File: config.mk
export PLATFORM = sky130hd
export DESIGN_NAME = core_ctx
export DESIGN_NICKNAME = d
export VERILOG_FILES = /design/src/hdl/core_ctx_pkg.sv /design/src/hdl/core_ctx.sv
export SDC_FILE = /design/constraint.sdc
export NUM_CORES = 1
export LEC_CHECK = 0
export ABC_AREA = 1
export BUFFER_PORTS_ARGS = -buffer_cell sky130_fd_sc_hd__buf_2
export CAP_MARGIN = 20
export CORE_ASPECT_RATIO = 1.75
export CORE_MARGIN = 3
export CORE_UTILIZATION = 30
export DETAILED_ROUTE_END_ITERATION = 7
export PLACE_DENSITY_LB_ADDON = 0.05
export SLEW_MARGIN = 30
export SYNTH_ARGS = -nofsm -noshare
export SYNTH_HDL_FRONTEND = slang
export SYNTH_SLANG_ARGS = --single-unit
File: constraint.sdc
create_clock -name CLK -period 4.38 [get_ports CLK]
set_input_delay 0.219 -clock CLK [delete_from_list [all_inputs] [get_ports CLK]]
set_output_delay 0.219 -clock CLK [all_outputs]
set_load 0.02 [all_outputs]
File: src/hdl/core_ctx_pkg.sv
// Package with constants and carrier types for the core stack and indirect pointer block.
package core_ctx_pkg;

  // ----------------------------------------------------------------------
  // Widths and depths
  // ----------------------------------------------------------------------
  localparam int STACK_DEPTH  = 16;
  localparam int STACK_WIDTH  = 15;
  localparam int SP_WIDTH     = 5;
  localparam int PTR_WIDTH    = 16;
  localparam int DATA_WIDTH   = 8;
  localparam int LIN_WIDTH    = 12;
  localparam int SHADOW_WIDTH = 40;
  localparam int OPCODE_COUNT = 50;
  localparam int OPC_WIDTH    = 6;

  localparam logic [SP_WIDTH-1:0]  SP_EMPTY    = 5'h00;
  localparam logic [SP_WIDTH-1:0]  SP_FULL     = 5'h10;
  localparam logic [SP_WIDTH-1:0]  SP_ONE      = 5'h01;
  localparam logic [OPC_WIDTH-1:0] OPC_LIMIT   = 6'h32;

  // ----------------------------------------------------------------------
  // Address map of the unified pointer space
  // ----------------------------------------------------------------------
  localparam logic [PTR_WIDTH-1:0] PROG_BASE   = 16'h8000;
  localparam logic [PTR_WIDTH-1:0] LIN_BASE    = 16'h2000;
  localparam logic [PTR_WIDTH-1:0] LIN_END     = 16'h2FFF;
  localparam logic [PTR_WIDTH-1:0] PTR_RESET   = 16'h0000;
  localparam logic [STACK_WIDTH-1:0] ADDR_ZERO = 15'h0000;
  localparam logic [DATA_WIDTH-1:0] DATA_ZERO  = 8'h00;
  localparam logic [SHADOW_WIDTH-1:0] SHADOW_ZERO = 40'h00_0000_0000;

  // ----------------------------------------------------------------------
  // Types
  // ----------------------------------------------------------------------
  typedef enum logic [1:0] {
    ACC_IDLE = 2'b00,
    ACC_WAIT = 2'b01,
    ACC_DONE = 2'b10
  } access_state_e;

  typedef struct packed {
    logic                   call_req;
    logic                   irq_entry;
    logic                   ret_req;
    logic                   irq_return;
    logic [STACK_WIDTH-1:0] push_addr;
  } stack_cmd_s;

  typedef struct packed {
    logic                 valid;
    logic                 sel;
    logic                 write;
    logic                 load_ptr;
    logic [PTR_WIDTH-1:0] load_value;
    logic [DATA_WIDTH-1:0] wdata;
  } indirect_req_s;

endpackage : core_ctx_pkg

File: src/hdl/core_ctx.sv
// Return stack, context shadows, indirect pointers and opcode check of the core.
`timescale 1ns/100ps
`default_nettype none
module core_ctx
  import core_ctx_pkg::*;
(
  input  wire logic                    CLK,
  input  wire logic                    RST,
  input  wire logic                    CYCLE_EN,
  input  wire logic                    STACK_RESET_EN,
  input  wire stack_cmd_s              STACK_CMD,
  input  wire logic                    FLAG_CLEAR,
  output logic [STACK_WIDTH-1:0]       RETURN_ADDR,
  output logic                         STACK_OVERFLOW_FLAG,
  output logic                         STACK_UNDERFLOW_FLAG,
  output logic                         SOFT_RESET,
  output logic [SP_WIDTH-1:0]          STACK_LEVEL,
  input  wire logic [SHADOW_WIDTH-1:0] CORE_CONTEXT,
  output logic [SHADOW_WIDTH-1:0]      RESTORE_CONTEXT,
  output logic                         RESTORE_VALID,
  input  wire indirect_req_s           IND_REQ,
  output logic [PTR_WIDTH-1:0]         INDIRECT_POINTER0,
  output logic [PTR_WIDTH-1:0]         INDIRECT_POINTER1,
  output logic [PTR_WIDTH-1:0]         MEM_ADDR,
  output logic                         MEM_IS_PROG,
  output logic                         MEM_IS_LINEAR,
  output logic [LIN_WIDTH-1:0]         LINEAR_OFFSET,
  output logic                         MEM_RD,
  output logic                         MEM_WR,
  output logic [DATA_WIDTH-1:0]        MEM_WDATA,
  input  wire logic [DATA_WIDTH-1:0]   MEM_RDATA,
  output logic [DATA_WIDTH-1:0]        INDIRECT_DATA_PORT,
  output logic                         IND_DONE,
  output logic                         IND_STALL,
  input  wire logic [OPC_WIDTH-1:0]    OPCODE,
  output logic                         OPCODE_ILLEGAL
);

  // ----------------------------------------------------------------------
  // State
  // ----------------------------------------------------------------------
  typedef struct packed {
    logic [SP_WIDTH-1:0]     sp;
    logic                    ovf;
    logic                    unf;
    logic                    soft_rst;
    logic [STACK_WIDTH-1:0]  ret_addr;
    logic [SHADOW_WIDTH-1:0] shadow;
    logic [SHADOW_WIDTH-1:0] restore;
    logic                    restore_valid;
    logic [PTR_WIDTH-1:0]    ptr0;
    logic [PTR_WIDTH-1:0]    ptr1;
    access_state_e           acc;
    logic [PTR_WIDTH-1:0]    addr;
    logic                    is_prog;
    logic                    rd;
    logic                    wr;
    logic [DATA_WIDTH-1:0]   wdata;
    logic [DATA_WIDTH-1:0]   rdata;
    logic                    done;
    logic                    illegal;
  } core_state_s;

  core_state_s              cur;
  core_state_s              next_cur;
  logic [STACK_WIDTH-1:0]   stack_mem [STACK_DEPTH];

  logic do_push;
  logic do_pop;
  logic push_ok;
  logic pop_ok;
  logic [PTR_WIDTH-1:0] sel_ptr;
  logic [SP_WIDTH-2:0]  push_idx;

  assign do_push = CYCLE_EN && (STACK_CMD.call_req || STACK_CMD.irq_entry);
  assign do_pop  = CYCLE_EN && (STACK_CMD.ret_req || STACK_CMD.irq_return);
  assign push_ok = do_push && (cur.sp != SP_FULL);
  assign pop_ok  = do_pop && (cur.sp != SP_EMPTY);
  assign sel_ptr = IND_REQ.sel ? cur.ptr1 : cur.ptr0;
  // Unless the stack is full or empty, a push in the same cycle as a pop replaces the entry that the pop removes.
  assign push_idx = pop_ok ? (cur.sp[SP_WIDTH-2:0] - SP_ONE[SP_WIDTH-2:0])
                           : cur.sp[SP_WIDTH-2:0];

  // ----------------------------------------------------------------------
  // Next-state logic
  // ----------------------------------------------------------------------
  always_comb
  begin
    next_cur               = cur;
    next_cur.soft_rst      = 1'b0;
    next_cur.restore_valid = 1'b0;
    next_cur.done          = 1'b0;
    next_cur.rd            = 1'b0;
    next_cur.wr            = 1'b0;
    if (FLAG_CLEAR)
    begin
      next_cur.ovf = 1'b0;
      next_cur.unf = 1'b0;
    end
    if (push_ok)
    begin
      next_cur.sp = cur.sp + SP_ONE;
    end
    else if (do_push)
    begin
      next_cur.ovf      = 1'b1;
      next_cur.soft_rst = STACK_RESET_EN;
    end
    if (pop_ok)
    begin
      next_cur.sp       = push_ok ? cur.sp : cur.sp - SP_ONE;
      next_cur.ret_addr = stack_mem[cur.sp[SP_WIDTH-2:0] - SP_ONE[SP_WIDTH-2:0]];
    end
    else if (do_pop)
    begin
      next_cur.unf      = 1'b1;
      next_cur.ret_addr = ADDR_ZERO;
      next_cur.soft_rst = STACK_RESET_EN;
    end
    if (CYCLE_EN && STACK_CMD.irq_entry)
    begin
      next_cur.shadow = CORE_CONTEXT;
    end
    if (CYCLE_EN && STACK_CMD.irq_return)
    begin
      next_cur.restore       = cur.shadow;
      next_cur.restore_valid = 1'b1;
    end
    if (IND_REQ.load_ptr && cur.acc == ACC_IDLE)
    begin
      if (IND_REQ.sel)
        next_cur.ptr1 = IND_REQ.load_value;
      else
        next_cur.ptr0 = IND_REQ.load_value;
    end
    next_cur.illegal = CYCLE_EN ? (OPCODE >= OPC_LIMIT) : cur.illegal;
    unique case (cur.acc)
      ACC_IDLE:
      begin
        if (CYCLE_EN && IND_REQ.valid)
        begin
          next_cur.addr    = sel_ptr;
          next_cur.is_prog = (sel_ptr >= PROG_BASE);
          next_cur.wdata   = IND_REQ.wdata;
          if (sel_ptr >= PROG_BASE)
          begin
            next_cur.rd  = 1'b1;
            next_cur.acc = ACC_WAIT;
          end
          else
          begin
            next_cur.rd  = !IND_REQ.write;
            next_cur.wr  = IND_REQ.write;
            next_cur.acc = ACC_DONE;
          end
        end
      end
      ACC_WAIT:
      begin
        if (CYCLE_EN)
          next_cur.acc = ACC_DONE;
      end
      ACC_DONE:
      begin
        next_cur.rdata = cur.wr ? DATA_ZERO : MEM_RDATA;
        next_cur.done  = 1'b1;
        next_cur.acc   = ACC_IDLE;
      end
      default:
        next_cur.acc = ACC_IDLE;
    endcase
  end

  // ----------------------------------------------------------------------
  // Registers
  // ----------------------------------------------------------------------
  always_ff @(posedge CLK)
  begin
    if (RST)
    begin
      cur <= '{sp: SP_EMPTY, ret_addr: ADDR_ZERO, shadow: SHADOW_ZERO,
               restore: SHADOW_ZERO, ptr0: PTR_RESET, ptr1: PTR_RESET,
               acc: ACC_IDLE, addr: PTR_RESET, wdata: DATA_ZERO,
               rdata: DATA_ZERO, default: 1'b0};
    end
    else
    begin
      cur <= next_cur;
    end
  end

  // The stack array is kept apart from data memory and is not reset.
  always_ff @(posedge CLK)
  begin
    if (!RST && push_ok)
      stack_mem[push_idx] <= STACK_CMD.push_addr;
  end

  // ----------------------------------------------------------------------
  // Outputs
  // ----------------------------------------------------------------------
  assign RETURN_ADDR          = cur.ret_addr;
  assign STACK_OVERFLOW_FLAG  = cur.ovf;
  assign STACK_UNDERFLOW_FLAG = cur.unf;
  assign SOFT_RESET           = cur.soft_rst;
  assign STACK_LEVEL          = cur.sp;
  assign RESTORE_CONTEXT      = cur.restore;
  assign RESTORE_VALID        = cur.restore_valid;
  assign INDIRECT_POINTER0    = cur.ptr0;
  assign INDIRECT_POINTER1    = cur.ptr1;
  assign MEM_ADDR             = cur.addr;
  assign MEM_IS_PROG          = cur.is_prog;
  // Linear window maps a flat range onto banked general-purpose memory.
  assign MEM_IS_LINEAR        = !cur.is_prog && cur.addr >= LIN_BASE && cur.addr <= LIN_END;
  assign LINEAR_OFFSET        = cur.addr[LIN_WIDTH-1:0];
  assign MEM_RD               = cur.rd;
  assign MEM_WR               = cur.wr && !cur.is_prog;
  assign MEM_WDATA            = cur.wdata;
  assign INDIRECT_DATA_PORT   = cur.rdata;
  assign IND_DONE             = cur.done;
  assign IND_STALL            = (cur.acc != ACC_IDLE);
  assign OPCODE_ILLEGAL       = cur.illegal;

endmodule : core_ctx
`default_nettype wire

* Word-level counts from Yosys, hierarchy flattened
Memories as Yosys holds them, arrays and structs flattened. Cells that the tools add are included.
Storage, ports and cells: bits in writable memories 240, memories kept 1, flip-flop bits (word level) 175, output and inout bits 147, logic and storage cells 89
Memory list:
- stack_mem | depth 16, width 15, rd ports 1, clocked after memory_dff 0, write ports 1, line core_ctx.sv:66 | logic [STACK_WIDTH-1:0] stack_mem [STACK_DEPTH];
Cells by class: bitwise gates (word level) 3, order comparisons 4, equal/unequal tests 6, multiplexer cells 24, add/sub/neg operators 3, reductions and logical operators 29
Operators by type and width (count):
- two-way mux 29 bit | 1
- two-way mux 17 bit | 1
- greater-or-equal comparator 16 x 14 -> 1 bit, second input constant | 1
- greater-or-equal comparator 16 bit, second input constant | 1
- less-or-equal comparator 16 x 14 -> 1 bit, second input constant | 1
- two-way mux 16 bit | 1
- two-way mux 15 bit | 1
- two-way mux 5 bit | 3
- logical AND 1 bit | 12
- two-way mux 1 bit | 10
- AND reduction 2 bit | 5
- two-way mux 2 bit | 4
- two-way mux 8 bit | 1
- greater-or-equal comparator 6 bit, second input constant | 1
- nonzero test 2 bit | 3
- adder 5 x 1 -> 5 bit, second input constant | 1
- != test 5 bit, second input constant | 1
- nonzero test 5 bit | 1
- subtractor 5 x 1 -> 5 bit, second input constant | 1
- two-way mux 4 bit | 1
- != test 2 bit, second input constant | 2
- case mux 2 bit (2 select lines) | 1
- OR reduction 4 bit | 1
- subtractor 4 x 1 -> 4 bit, second input constant | 1
- other kinds (8) | 13

* Depth between registers and ports, before layout
depth in word-level cells 6, gate-level depth with buffers 18, gate-level depth less buffers 14

* Worst setup path after synthesis
Ideal clock, no wire load.
path type flip-flop to flip-flop, start register cur, in the netlist STACK_LEVEL[0], end memory stack_mem[13][0] (enable), cell stages (with the launch flop) 12, data arrival time 2460 ps, slack 1534 ps, path through dfxtp_1 > buf_4 > inv_4 > buf_4 > buf_6 > ha_1 > buf_2 > buf_1 > o21ai_1 > inv_1 > nand2_1 > nor2_1
On the way: cells in the longest elaborated chain, start to end 5
Ends and longest elaborated chain:
- start: declaration | line core_ctx.sv:64 | core_state_s cur;
- start signal: assignment | line core_ctx.sv:181 | cur <= '{sp: SP_EMPTY, ret_addr: ADDR_ZERO, shadow: SHADOW_ZERO,
- start signal: assignment | line core_ctx.sv:188 | cur <= next_cur;
- != test 5 bit | line core_ctx.sv:77 | assign push_ok = do_push && (cur.sp != SP_FULL);
- logical AND 1 bit | line core_ctx.sv:77
- logical AND 1 bit | line core_ctx.sv:195 | if (!RST && push_ok)
- two-way mux 1 bit | line core_ctx.sv:195
- two-way mux 1 bit (implied by the code) | line core_ctx.sv:196 | stack_mem[push_idx] <= STACK_CMD.push_addr;
- end: declaration | line core_ctx.sv:66
Parallel ways exist; a longest one is shown, timed or not.

* Final worst setup path
start register cur, in the netlist STACK_LEVEL[0], end memory stack_mem[13][9] (enable)
Same word-level chain as after synthesis.

==> key figures <==
Clock tree
  – Skew-Pair Late Insertion Delay: 0.54 ns
  – Clk pin slew, worst setup/hold paths: ~0.06 ns
  – TritonCTS buffer count: 42
  – Clock Sinks: 415
  – Clk buf depth: 3
  – H-tree depth: 2
  – Post-CTS Setup Bufs: 0
  – CTS tree: done
  – CTS root buf: clkbuf_16
  – CTS-repair resized insts: 0

Yosys
  – Syn. warnings: 0
  – Post-synthesis sequential area ratio: 62.16%
  – Yosys cell types: 34
  – Yosys top cell area share: 41.83%
  – Asr flop ratio synth: 0%
  – Post-Syn Area: roughly 0.017 sq mm
  – Count leader, synth: nand2_1
  – FF+latch count, synth: 415
  – Ys flop type: edfxtp_1
  – Syn Nets: 1912
  – Number of flops mapped to enable cells by yosys: 240
  – Top cells by count, synth: 414 x nand2_1, 240 x edfxtp_1, 215 x nor2_1
  – Syn Area/Cell: ~9.6 sq um
  – Leading area contributor after synthesis: edfxtp_1
  – Top cells by area, synth: edfxtp_1 42%, dfxtp_1 20%, nand2_1 9.0%, buf_4 6.4%, nand3_1 5.9%
  – Gate Count Post-Synth: 1800

Detailed routing
  – Drt wl/cell: between 15 and 20 microns
  – Initial drt markers: between 600 and 700
  – Via-to-Cell Ratio: 4.528
  – Routed Antenna Nets: 0
  – Router iterations before antenna repair: 4
  – Routed wire length: 51.20 mm
  – Drc violations: 0
  – DR vias: between 10000 and 15000

Worst setup path
  – Slowest stage delay, CP: 0.60 ns
  – Worst R2R Start: STACK_LEVEL[0]$_SDFFE_PP0P_
  – CP required: 4.63 ns
  – Critical setup path kind: register to register
  – CP startpoint kind: register
  – Crit-path cells: inv_4 > buf_4 > ha_1 > xor2_4 > nand2_1 > a21oi_2 > nand2_1 > nor2_2 > buf_4
  – Reg-to-Reg End: stack_mem[13][9]$_DFFE_PP_
  – Worst Path Max Fanout: 60
  – Arrival @ worst endpoint: around 3.5 ns
  – CP Capture Type: register
  – R2R depth: 9
  – CP max stage cell: buf_4
  – Slack of the worst reg-to-reg path: 1.16 ns

Power and ir drop
  – Worst IR Drop VDD: 402.0 uV
  – Leakage: a little over 8 nW
  – PwrDens: 587.9 mW/mm^2

Hold path
  – Worst hold path class: input port to register
  – Hold Path Cell Cnt: 3
  – Hold path endpoint: cur[38]$_SDFFE_PP0P_
  – Hold path start: IND_REQ[27]

Run status
  – Status: finished, final reports clean

Floorplanning
  – Row count: 115
  – I/O pins: 253
  – Initial core utilization: just over 30%
  – DIE HEIGHT: 323.0 microns
  – Core area: 0.05655 sq mm
  – Die X: 187.2 microns
  – Die area: between 0.06 and 0.07 sq mm

STA
  – Slew @ Worst Pin: ~0.92 ns
  – Worst slew margin: roughly 39%
  – Total negative slack: 0 ns
  – Final Skew: between 0.01 and 0.015 ns
  – Min cycle time layout: about 3.2 ns
  – Setup violations, final: 0
  – Hold Vio Cnt, Final: 0
  – Hold WS: 0.04538 ns
  – Max Fclk: 311.0 MHz
  – Fin. max-slew vios: 0
  – Unrepaired setup endpoints after global routing: no
  – Period Utilization, post-route: 73.41%

Place
  – Detailed placement HPWL: approximately 32 mm
  – I/O Buffers: ~250
  – Final GP Congestion: 0.7603

Global route
  – Initial antenna violation count: 2
  – Pin count of the biggest net entering global routing: 81
  – Vias in the first global route: 12500
  – Total track usage: 16.63%
  – First-pass GRT wire length: 77.74 mm
  – Remaining global-route overflow: 0

Finish
  – Ratio of cells with drive above 1 in the final layout: a little under a fifth
  – ANT cells: 0
  – Layout area overhead: 18.08%
  – Nets: 2083

Flow run
  – Max cap viols: 0
## worst max-delay path: cells and delay by family, from the launching register on
family | cells | cell delay, ns
buffers and inverters | 3 | 0.94
and+or+nand+nor | 3 | 0.85
adders and majority gates | 1 | 0.43
DFF | 1 | 0.35
xor gates and xnor gates | 1 | 0.17
AOI/OAI and AO/OA | 1 | 0.17
## stage by stage
step | setup WS (ns) | std cells | utilization [%] | area (sq um) | power (mW)
global placement | 1.106 | 2610 | 32.32 | 18280 | 8.635
finish | 1.165 | 2764 | 35.98 | 20340 | 11.96
CTS | 1.080 | 2764 | 35.98 | 20340 | 12.24
floorplan | 1.534 | 1800 | - | 17230 | 7.333
global route | 0.9521 | 2764 | 35.98 | 20340 | 12.77
detailed placement | 1.110 | 2610 | 32.32 | 18280 | 8.663
## layout by cell type, fill, tap and decap left out, types with 2 or more instances in the layout
cell type	Yosys	routed
nand2_1	414	414
buf_2	27	251
edfxtp_1	240	240
nand3_1	202	202
nor2_1	215	199
dfxtp_1	175	174
o21ai_0	141	141
dlygate4sd3_1	0	77
inv_1	67	65
a21oi_1	59	59
clkbuf_16	0	43
buf_4	148	33
nor2_2	1	17
a31oi_1	15	15
clkbuf_1	53	11
clkinv_1	1	10
clkinv_2	0	6
inv_2	5	5
ha_1	5	4
nor3_1	3	3
xor2_1	3	3
clkinvlp_4	0	3
inv_4	2	2
nand2_4	2	2
nand4_1	2	2
nand2_2	2	2
a21oi_2	2	2
bufinv_16	0	2
clkinvlp_2	0	2
## routing by layer
metal,global-route usage (%),up-vias,routed length (microns)
met1,20.33,5914,21460
met2,29.84,332,25710
met4,5.246,0,1479
li1,-,6193,-
met5,0,-,0
met3,2.862,77,2546
## final cells by class
type                    instances  area [sq um]
clock buffers                  55          1131
clock inverters                22         165.2
fillers                      5923         36200
inverters                      75         287.8
multi-input cells            1075          4800
flip-flops and latches        415         10710
well taps                     760         950.9
repair buffers                362          2295
## where the power goes
part	total (mW)	switching, mW	internal [mW]
Combinational	3.96	2.84	1.12
Clock	3.46	1.52	1.94
Sequential	4.53	0.115	4.42
## timing repair
item                                    in CTS  in global routing
endpoints found under the setup margin       0                  0
hold buffers                                77                  0
endpoints found under the hold margin       93                  0
## worst max-delay path by stage
stage                                      startpoint                    endpoint  slack [ns]  depth (start not counted)
after CTS                 STACK_LEVEL[0]$_SDFFE_PP0P_  stack_mem[13][9]$_DFFE_PP_        1.08                          9
final                     STACK_LEVEL[0]$_SDFFE_PP0P_  stack_mem[13][9]$_DFFE_PP_        1.16                          9
after global placement    STACK_LEVEL[0]$_SDFFE_PP0P_  stack_mem[13][7]$_DFFE_PP_        1.11                          9
after global routing      STACK_LEVEL[0]$_SDFFE_PP0P_  stack_mem[13][9]$_DFFE_PP_        0.95                          9
after detailed placement  STACK_LEVEL[0]$_SDFFE_PP0P_  stack_mem[13][9]$_DFFE_PP_        1.11                          9
after floorplan           STACK_LEVEL[0]$_SDFFE_PP0P_  stack_mem[13][0]$_DFFE_PP_        1.53                         11
## kinds of logic (layout without fill, tap and decap cells)
family                   Yosys count  in the layout  synth area share (%)
AO/OA/AOI/OAI                    220            220                 6.580
XOR/XNOR                           5              5                0.2978
adder cells (fa/ha/maj)            6              6                0.4793
buffers and inverters            310            514                 10.33
flip-flops                       415            415                 62.16
AND/OR/NAND/NOR                  844            844                 20.15
## registers in the layout, summed over array words and instances (netlist names), 5 cells and up
name,cells
INDIRECT_DATA_PORT,8
INDIRECT_POINTER0,16
INDIRECT_POINTER1,16
MEM_ADDR,16
MEM_WDATA,8
RESTORE_CONTEXT,40
RETURN_ADDR,15
STACK_LEVEL,5
cur,43
stack_mem,240
(Power assumes the default switching activity.)
